===== config.mk =====
export PLATFORM = sky130hd
export DESIGN_NAME = egress_cell_path
export DESIGN_NICKNAME = d
export VERILOG_FILES = /design/src/egress_cell_path.v
export VERILOG_INCLUDE_DIRS = /design/src /design/src/common
export SDC_FILE = /design/constraint.sdc
export NUM_CORES = 2
export LEC_CHECK = 0
export ABC_CLOCK_PERIOD_IN_PS = 11900
export BUFFER_PORTS_ARGS = -buffer_cell sky130_fd_sc_hd__buf_2
export CORE_ASPECT_RATIO = 2
export CORE_MARGIN = 5
export CORE_UTILIZATION = 30
export CTS_BUF_LIST = sky130_fd_sc_hd__clkbuf_16
export DETAILED_ROUTE_END_ITERATION = 8
export HOLD_SLACK_MARGIN = 0.02
export PLACE_DENSITY = 0.54
export SETUP_SLACK_MARGIN = 0.3
export SLEW_MARGIN = 5
export SYNTH_ARGS = -nofsm -noshare
export SYNTH_HDL_FRONTEND = slang
export SYNTH_SLANG_ARGS = --single-unit
export TNS_END_PERCENT = 30

===== constraint.sdc =====
create_clock -name CLK_IN -period 11.9 [get_ports CLK_IN]
set_input_delay 2.38 -clock CLK_IN [delete_from_list [all_inputs] [get_ports CLK_IN]]
set_output_delay 2.38 -clock CLK_IN [all_outputs]
set_load 0.005 [all_outputs]

===== src/common/egress_defs.vh =====
// register offsets, fields, reset values and timing for the egress block
`ifndef EGRESS_DEFS_VH
`define EGRESS_DEFS_VH
`define A_MODE 8'h00
`define A_OPERATE 8'h04
`define A_SRESET 8'h08
`define A_CFG 8'h0C
`define A_BUCKET 8'h10
`define A_STATUS 8'h14
`define A_MCAST_LO 8'h40
`define A_MCAST_HI 8'h7C
`define CFG_FILL_EN 0
`define CFG_FILL_IDLE 1
`define CFG_DEPTH4 2
`define CFG_XLATE_EN 3
`define CFG_CONN_TBL 4
`define CFG_LINK_TBL 5
`define CFG_RESET 6'h00
`define BKT_RESET 16'h0810
`define RESET_NS 8000
`define CLK_NS 40
`define RESET_CYC 8'hC8
`define SLOT_CYC 7'h40
`define CELL_BYTES 6'h35
`define HEC_IDX 6'h04
`define FILL_PAYLOAD 8'h6A
`define IDLE_HDR 32'h00000001
`define UNASSIGNED_HDR 32'h00000000
`define IDLE_OCT 8'h01
`define UNASSIGNED_OCT 8'h00
`endif


===== src/egress_cell_path.v =====
// egress cell path: slot scheduling, insertion, translation, phy fifo, mode
`timescale 1ns/1ps
`include "egress_defs.vh"
`default_nettype none
module egress_cell_path (
    input wire CLK_IN,
    input wire RST_B_IN,
    input wire [7:0] ADDR_IN,
    input wire [31:0] WDATA_IN,
    input wire WR_IN,
    input wire RD_IN,
    output reg [31:0] RDATA_OUT,
    input wire SW_CELL_AVAIL_IN,
    input wire SW_FIFO_FULL_IN,
    input wire [31:0] SW_HDR_IN,
    input wire [15:0] SW_ID_IN,
    input wire SW_MCAST_IN,
    input wire SW_EFCI_IN,
    input wire [7:0] SW_BYTE_IN,
    output wire SW_POP_OUT,
    output wire SW_BYTE_RD_OUT,
    output wire SW_TX_CLAV_OUT,
    input wire [2:0] INS_REQ_IN,
    input wire [31:0] INS_HDR_IN,
    input wire [15:0] INS_ID_IN,
    input wire [7:0] INS_BYTE_IN,
    output reg [2:0] INS_GRANT_OUT,
    output wire INS_BYTE_RD_OUT,
    output reg [15:0] CTX_ECI_OUT,
    output wire CTX_RD_OUT,
    input wire CTX_VPC_IN,
    input wire [27:0] CTX_XLATE_IN,
    output wire MEM_WB_OUT,
    output wire RX_ENB_B_OUT,
    output reg [7:0] TX_DATA_OUT,
    output reg TX_PRTY_OUT,
    output reg TX_SOC_OUT,
    output reg TX_ENB_B_OUT,
    input wire TX_CLAV_IN,
    output reg CNT_CONN_INC_OUT,
    output reg CNT_LINK_INC_OUT,
    output reg [1:0] CNT_SEL_OUT,
    output reg [15:0] CNT_ECI_OUT,
    output wire OPERATE_OUT,
    output wire RESET_BUSY_OUT
);
    localparam S_IDLE = 3'h0;
    localparam S_ID = 3'h1;
    localparam S_HDR = 3'h2;
    localparam S_BYTES = 3'h3;
    localparam S_DONE = 3'h4;

    reg operate;
    reg [7:0] rst_cnt;
    reg srst_pend;
    reg [5:0] cfg;
    reg [15:0] bucket_cfg;
    reg [7:0] bucket_lvl;
    reg [15:0] mcast_tbl [0:15];
    reg [2:0] state;
    reg [6:0] slot_cnt;
    reg from_ins;
    reg [31:0] hdr;
    reg efci;
    reg [5:0] wr_idx;
    reg [7:0] cell_mem [0:211];
    reg [15:0] meta_eci [0:3];
    reg [1:0] meta_sel [0:3];
    reg [1:0] wptr;
    reg [1:0] rptr;
    reg [2:0] count;
    reg tx_busy;
    reg tx_fill;
    reg [5:0] tx_idx;
    reg [1:0] tx_ptr;
    reg skip_next;
    reg [7:0] fill_byte;
    reg [7:0] next_byte;
    reg [31:0] next_hdr;
    reg [31:0] rd_word;
    integer i;

    wire soft_go = srst_pend && (state == S_IDLE);
    wire ireset = !RST_B_IN || soft_go;
    wire busy = (rst_cnt != 8'h00);
    wire cfg_wr = WR_IN && !busy && !operate;
    wire [2:0] depth = cfg[`CFG_DEPTH4] ? 3'h4 : 3'h2;
    wire fifo_full = (count == depth);
    wire slot_start = (slot_cnt == 7'h00);
    wire bkt_ok = (bucket_lvl <= bucket_cfg[15:8]);
    wire ins_any = (INS_REQ_IN != 3'h0);
    wire ins_go = operate && slot_start && !skip_next && !fifo_full &&
        ins_any && bkt_ok;
    wire sw_go = operate && slot_start && !skip_next && !fifo_full &&
        !ins_go && SW_CELL_AVAIL_IN;
    wire [31:0] in_hdr = from_ins ? INS_HDR_IN : SW_HDR_IN;
    wire in_oam = (hdr[3:2] == 2'b10) ||
        (hdr[19:4] == 16'h0003) || (hdr[19:4] == 16'h0004);
    wire tx_start = !tx_busy && TX_CLAV_IN && operate &&
        ((count != 3'h0) || cfg[`CFG_FILL_EN]);
    wire tx_take = tx_start && (count != 3'h0);
    wire wr_done = (state == S_DONE);
    wire [7:0] wbase = {6'h00, wptr} * {2'h0, `CELL_BYTES};
    wire [7:0] tbase = {6'h00, tx_ptr} * {2'h0, `CELL_BYTES};
    wire [7:0] tx_oct = tx_fill ? fill_byte : cell_mem[tbase + {2'h0, tx_idx}];

    assign OPERATE_OUT = operate;
    assign RESET_BUSY_OUT = busy || srst_pend;
    assign SW_POP_OUT = sw_go;
    assign SW_TX_CLAV_OUT = operate && !SW_FIFO_FULL_IN;
    assign RX_ENB_B_OUT = !operate;
    assign CTX_RD_OUT = operate && (state == S_ID);
    assign MEM_WB_OUT = operate && wr_done;
    assign SW_BYTE_RD_OUT = (state == S_BYTES) && !from_ins &&
        (wr_idx > `HEC_IDX);
    assign INS_BYTE_RD_OUT = (state == S_BYTES) && from_ins &&
        (wr_idx > `HEC_IDX);

    // header rewrite for translation and congestion marking
    always @* begin
        next_hdr = hdr;
        if (cfg[`CFG_XLATE_EN]) begin
            next_hdr[31:20] = CTX_XLATE_IN[27:16];
            if (!CTX_VPC_IN) begin
                next_hdr[19:4] = CTX_XLATE_IN[15:0];
            end
        end
        if (efci && (hdr[3:2] == 2'b00)) begin
            next_hdr[2] = 1'b1;
        end
    end

    // byte stored into the phy fifo at the write index
    always @* begin
        case (wr_idx)
            6'h00: next_byte = hdr[31:24];
            6'h01: next_byte = hdr[23:16];
            6'h02: next_byte = hdr[15:8];
            6'h03: next_byte = hdr[7:0];
            `HEC_IDX: next_byte = 8'h00;
            default: next_byte = from_ins ? INS_BYTE_IN : SW_BYTE_IN;
        endcase
    end

    // filler cell bytes, unassigned or idle
    always @* begin
        case (tx_idx)
            6'h00: fill_byte = 8'h00;
            6'h01: fill_byte = 8'h00;
            6'h02: fill_byte = 8'h00;
            6'h03: fill_byte = cfg[`CFG_FILL_IDLE] ? `IDLE_OCT :
                `UNASSIGNED_OCT;
            `HEC_IDX: fill_byte = 8'h00;
            default: fill_byte = `FILL_PAYLOAD;
        endcase
    end

    // reset sequencing and mode
    always @(posedge CLK_IN) begin
        if (ireset) begin
            rst_cnt <= `RESET_CYC;
            operate <= 1'b0;
            srst_pend <= 1'b0;
        end else begin
            if (busy) begin
                rst_cnt <= rst_cnt - 8'h01;
            end
            if (WR_IN && !busy && ADDR_IN == `A_SRESET) begin
                srst_pend <= 1'b1;
            end
            if (WR_IN && !busy && !srst_pend && ADDR_IN == `A_OPERATE) begin
                operate <= 1'b1;
            end
        end
    end

    // configuration registers
    always @(posedge CLK_IN) begin
        if (ireset) begin
            cfg <= `CFG_RESET;
            bucket_cfg <= `BKT_RESET;
        end else if (cfg_wr) begin
            if (ADDR_IN == `A_CFG) begin
                cfg <= WDATA_IN[5:0];
            end
            if (ADDR_IN == `A_BUCKET) begin
                bucket_cfg <= WDATA_IN[15:0];
            end
        end
    end

    // multicast translation table, setup-writable
    always @(posedge CLK_IN) begin
        if (ireset) begin
            for (i = 0; i < 16; i = i + 1) begin
                mcast_tbl[i] <= 16'h0000;
            end
        end else if (cfg_wr && ADDR_IN >= `A_MCAST_LO &&
                ADDR_IN <= `A_MCAST_HI) begin
            mcast_tbl[ADDR_IN[5:2]] <= WDATA_IN[15:0];
        end
    end

    // register read, data one cycle later
    always @* begin
        case (ADDR_IN)
            `A_MODE: rd_word = {30'h00000000, RESET_BUSY_OUT, operate};
            `A_CFG: rd_word = {26'h0000000, cfg};
            `A_BUCKET: rd_word = {16'h0000, bucket_cfg};
            `A_STATUS: rd_word = {21'h000000, count, bucket_lvl};
            default: rd_word = (ADDR_IN >= `A_MCAST_LO &&
                ADDR_IN <= `A_MCAST_HI) ?
                {16'h0000, mcast_tbl[ADDR_IN[5:2]]} : 32'h00000000;
        endcase
    end

    always @(posedge CLK_IN) begin
        if (!RST_B_IN) begin
            RDATA_OUT <= 32'h00000000;
        end else begin
            RDATA_OUT <= RD_IN ? rd_word : 32'h00000000;
        end
    end

    // slot timer, pacing bucket and slot skipping
    always @(posedge CLK_IN) begin
        if (ireset) begin
            slot_cnt <= 7'h00;
            bucket_lvl <= 8'h00;
            skip_next <= 1'b0;
            INS_GRANT_OUT <= 3'h0;
        end else begin
            slot_cnt <= (slot_cnt == `SLOT_CYC - 7'h01) ? 7'h00 :
                slot_cnt + 7'h01;
            INS_GRANT_OUT <= 3'h0;
            if (slot_start) begin
                skip_next <= fifo_full;
                if (ins_go) begin
                    bucket_lvl <= bucket_lvl + bucket_cfg[7:0];
                    INS_GRANT_OUT <= INS_REQ_IN & (~INS_REQ_IN + 3'h1);
                end else if (bucket_lvl != 8'h00) begin
                    bucket_lvl <= bucket_lvl - 8'h01;
                end
            end
        end
    end

    // cell processing state machine
    always @(posedge CLK_IN) begin
        if (ireset) begin
            state <= S_IDLE;
            from_ins <= 1'b0;
            hdr <= 32'h00000000;
            efci <= 1'b0;
            wr_idx <= 6'h00;
            CTX_ECI_OUT <= 16'h0000;
        end else begin
            case (state)
                S_IDLE: begin
                    if (ins_go || sw_go) begin
                        from_ins <= ins_go;
                        state <= S_ID;
                    end
                end
                S_ID: begin
                    hdr <= in_hdr;
                    efci <= !from_ins && SW_EFCI_IN;
                    if (!from_ins && SW_MCAST_IN) begin
                        CTX_ECI_OUT <= mcast_tbl[SW_ID_IN[3:0]];
                    end else begin
                        CTX_ECI_OUT <= from_ins ? INS_ID_IN : SW_ID_IN;
                    end
                    state <= S_HDR;
                end
                S_HDR: begin
                    hdr <= next_hdr;
                    wr_idx <= 6'h00;
                    state <= S_BYTES;
                end
                S_BYTES: begin
                    wr_idx <= wr_idx + 6'h01;
                    if (wr_idx == `CELL_BYTES - 6'h01) begin
                        state <= S_DONE;
                    end
                end
                S_DONE: begin
                    state <= S_IDLE;
                end
                default: begin
                    state <= S_IDLE;
                end
            endcase
        end
    end

    // cell storage for the phy fifo
    always @(posedge CLK_IN) begin
        if (state == S_BYTES) begin
            cell_mem[wbase + {2'h0, wr_idx}] <= next_byte;
        end
        if (wr_done) begin
            meta_eci[wptr] <= CTX_ECI_OUT;
            meta_sel[wptr] <= {in_oam, hdr[0]};
        end
    end

    // fifo pointers and occupancy
    always @(posedge CLK_IN) begin
        if (ireset) begin
            wptr <= 2'h0;
            rptr <= 2'h0;
            count <= 3'h0;
        end else begin
            if (wr_done) begin
                wptr <= cfg[`CFG_DEPTH4] ? wptr + 2'h1 :
                    {1'b0, ~wptr[0]};
            end
            if (tx_take) begin
                rptr <= cfg[`CFG_DEPTH4] ? rptr + 2'h1 : {1'b0, ~rptr[0]};
            end
            if (wr_done && !tx_take) begin
                count <= count + 3'h1;
            end else if (tx_take && !wr_done) begin
                count <= count - 3'h1;
            end
        end
    end

    // utopia transmit on the core clock
    always @(posedge CLK_IN) begin
        if (ireset) begin
            tx_busy <= 1'b0;
            tx_fill <= 1'b0;
            tx_idx <= 6'h00;
            tx_ptr <= 2'h0;
            TX_DATA_OUT <= 8'h00;
            TX_PRTY_OUT <= 1'b1;
            TX_SOC_OUT <= 1'b0;
            TX_ENB_B_OUT <= 1'b1;
            CNT_CONN_INC_OUT <= 1'b0;
            CNT_LINK_INC_OUT <= 1'b0;
            CNT_SEL_OUT <= 2'h0;
            CNT_ECI_OUT <= 16'h0000;
        end else begin
            CNT_CONN_INC_OUT <= 1'b0;
            CNT_LINK_INC_OUT <= 1'b0;
            if (tx_start) begin
                tx_busy <= 1'b1;
                tx_fill <= !tx_take;
                tx_idx <= 6'h00;
                if (tx_take) begin
                    tx_ptr <= rptr;
                    CNT_CONN_INC_OUT <= cfg[`CFG_CONN_TBL];
                    CNT_LINK_INC_OUT <= cfg[`CFG_LINK_TBL];
                    CNT_SEL_OUT <= meta_sel[rptr];
                    CNT_ECI_OUT <= meta_eci[rptr];
                end
            end
            if (tx_busy) begin
                TX_ENB_B_OUT <= 1'b0;
                TX_SOC_OUT <= (tx_idx == 6'h00);
                TX_DATA_OUT <= tx_oct;
                TX_PRTY_OUT <= ~^tx_oct;
                tx_idx <= tx_idx + 6'h01;
                if (tx_idx == `CELL_BYTES - 6'h01) begin
                    tx_busy <= 1'b0;
                end
            end else begin
                TX_ENB_B_OUT <= 1'b1;
                TX_SOC_OUT <= 1'b0;
            end
        end
    end
endmodule
`default_nettype wire


==> reports/metrics.cfg <==
[route]
vias = 48600
post_drt_wl_per_cell_um = 27.5
viasPerCell = 5.07
dr.pass1.iters = 6
ant_nets = 0
routed_wl_um = 263000
drc = 0
drt_iter0_drc = 4534

[floorplan]
placementRows = 287
fp.coreArea_um2 = 305000
die_w_um = 401
die_h_um = 791
dieArea_um2 = 317000
initial_utilization_pct = 30.1
ios = 284

[yosys]
synth.distinct_cells = 69
synth_edf_count = 2024
synthFlopType = edfxtp_1
syn_inst = 5111
seq_area_frac_synth_pct = 70.2
yosysWarnings = 0
ys_seq_elements = 2198
synthArstFlopShare_pct = 0
synth_area_um2 = 91500
avgSynthCellArea_um2 = 17.9

[critical_path]
r2r-start = tx_ptr[0]
regToRegSetupSlack_ps = 5110
path_max_fanout = 60
critPathKind = reg2reg
critPathLaunch = tx_ptr[0]
arrival_ps = 7570
critPathTopFamily = buffers and inverters
cpPeakStageDelay_ps = 1160
worstPathRequired_ps = 12680
crit_path_end_kind = flop
critPathBufInv = 3
rr_endpoint = TX_PRTY_OUT
path_cells = ha_4 -> ha_4 -> inv_1 -> fa_4 -> buf_4 -> buf_4 -> mux4_2 -> mux4_2 -> nand2_1 -> nand3_1 -> and3_1 -> a211oi_1 -> xnor3_1 -> xnor3_1 -> a21bo_1
critPathSlowestCell = fa_4
critPathLaunchType = flop
r2r_cells = 15

[cts]
cts-resized-gates = 0
cts.htree.levels = 4
cts_tree = built
clk_latency_ps = 890
clockBufferDepth = 4
cts.sinks = 2198
ctsHoldBuffers = 0
post_cts_buffers = 0
cts_buffers = 212
clock-root-buffer = clkbuf_16
cts.clk_slew.worst_paths_ps = 60

[min_path]
hp-class = reg2reg
holdPathStages = 2
hp-start = CNT_ECI_OUT[10]
hold_path_end = CNT_ECI_OUT[10]

[flow_run]
drv_cap = 0

[power]
clkPwrFrac_pct = 43.2
switching_share_pct = 20.6
seqPwrFrac_pct = 54.9
combPwrFrac_pct = 2.0
intPower_uw = 12100
leakagePower_uw = 0.0336
p_switching_uw = 3140
powerDensity_nw_per_um2 = 146
ir_drop_mv = 0.110

[timing]
slew_headroom_pct = 14.2
hold_violations = 0
post-route-period-util_pct = 57.1
tns_ps = 0
slew_viol_final = 0
max_freq_mhz = 147
rsz0062_at_grt = false
postLayoutSetupSlackWorst_ps = 5110
fin_skew_ps = 105
tightest_slew_ps = 1290
finalSetupViolations = 0
min_period_ps = 6790

[finish]
mostFrequentLayoutCell = edfxtp_1
drive_above_1_share_pct = 24.9
final_nets = 5609
mostFrequentLayoutCells = 2024 x edfxtp_1, 639 x mux4_2, 376 x nor2_1, 338 x nand2_1, 270 x and2_1
fillers = 29000
areaGrowthSynthToFinish_pct = 13.7

[place]
finalWeightedCongestion = 0.817
io_buffers = 251
dpl.hpwl_um = 162000
dp_slack_ps = 5100

[global_route]
grt-ovfl-total = 0
grt_max_degree = 213
track_usage_pct = 16.2
antenna_found_initial = 32
grt_pass1_vias = 49300
grt_pass1_wl_um = 374000

[status]
status = complete, no violations

## how the worst max path moves through the flow
stage                           endpoint  cells past startpoint
after global routing         TX_PRTY_OUT                     15
after CTS                    TX_PRTY_OUT                     15
final                        TX_PRTY_OUT                     15
after global placement       TX_PRTY_OUT                     15
after detailed placement     TX_PRTY_OUT                     15
after floorplan           cell_mem[0][0]                      3
## cells by family (layout without fill, tap and decap cells)
logic type      after synthesis  in the layout  share of synthesized area [%]
flops                      2198           2198                           70.2
compound gates              437            437                           3.05
simple gates               1246           1246                           6.43
mux                         748            748                           16.9
xor+xnor                     37             37                          0.384
buf+inv                     385            784                           2.11
other cells                   1             19                        0.00410
fa+ha+maj                    59             59                          0.856
## flip-flops by register name, indices dropped and copies added, names as in the netlist, 3 cells and up
signal / flops
INS_GRANT_OUT: 3
meta_sel: 8
mcast_tbl: 256
wr_idx: 6
CTX_ECI_OUT: 16
bucket_lvl: 8
slot_cnt: 7
rst_cnt: 8
TX_DATA_OUT: 8
count: 3
state: 3
meta_eci: 64
cell_mem: 1696
tx_idx: 6
RDATA_OUT: 16
bucket_cfg: 16
cfg: 6
hdr: 32
CNT_ECI_OUT: 16
## power by group through the flow
stage               combinational, uW  clock, uW  sequential [uW]
finish                            301       6580             8370
floorplan                         167          0             8530
detailed placement                306          0             8530
global placement                  305          0             8530
global route                      321       7020             8370
CTS                               306       6720             8370
## metal layers
layer	vias up	GRT usage, %	wire length (um)
met3	391	3.33	19700
met2	1740	25.7	123000
li1	20800	-	-
met4	16	4.63	8040
met5	-	0	85
met1	25600	22.5	112000
## final cells by class
cell class,count,area (um^2),area share [%]
flip-flops and latches,2198,64300,61.7
multi-input cells,2543,25800,24.8
clock buffers,215,5380,5.17
well taps,4046,5060,4.86
repair buffers,361,2240,2.15
clock inverters,167,1220,1.17
inverters,41,154,0.148
diodes,3,7.51,0.00721
## cell usage after synthesis (8+ instances only)
cell | count | area, um^2
a21oi_1 | 166 | 831
ha_1 | 53 | 663
nor2_1 | 390 | 1460
nor2b_1 | 18 | 113
xor2_1 | 13 | 114
buf_2 | 51 | 255
o21ai_0 | 51 | 255
a31oi_1 | 20 | 125
a222oi_1 | 10 | 100
mux2i_1 | 98 | 981
and2_1 | 271 | 1700
nand3_1 | 56 | 280
buf_4 | 45 | 338
o21bai_1 | 8 | 60.1
a2111oi_0 | 8 | 70.1
or2_2 | 14 | 87.6
o22ai_1 | 9 | 56.3
o2111ai_1 | 8 | 70.1
o211ai_1 | 20 | 150
and3_1 | 26 | 163
nand2b_1 | 21 | 131
buf_6 | 31 | 349
buf_1 | 33 | 124
clkbuf_1 | 183 | 687
nor4_1 | 19 | 119
edfxtp_1 | 2024 | 60800
nand4_1 | 19 | 119
nand2_1 | 344 | 1290
mux4_2 | 639 | 14400
a211oi_1 | 41 | 308
inv_1 | 41 | 154
dfxtp_1 | 174 | 3480
a21o_1 | 11 | 82.6
xnor2_1 | 22 | 193
mux2_2 | 10 | 113
a22oi_1 | 48 | 360
nor3_1 | 39 | 195
## metrics by stage
stage / std cells / hold WS, ps / power, uW / cell area [um^2] / util, %
2_1_floorplan: 5126 / 430 / 8690 / 91600 / -
3_3_place_gp: 9189 / 445 / 8840 / 97500 / 32.0
3_5_place_dp: 9189 / 449 / 8840 / 97500 / 32.0
4_1_cts: 9571 / 457 / 15400 / 104000 / 34.2
5_1_grt: 9571 / 479 / 15700 / 104000 / 34.2
6_report: 9574 / 456 / 15200 / 104000 / 34.2
## worst min-delay path, cell delays in order (launching register included)
cell and delay (ps):
dfxtp_1 310, nand2_1 50, a21oi_1 50
Power figures use the tool's default switching activity.
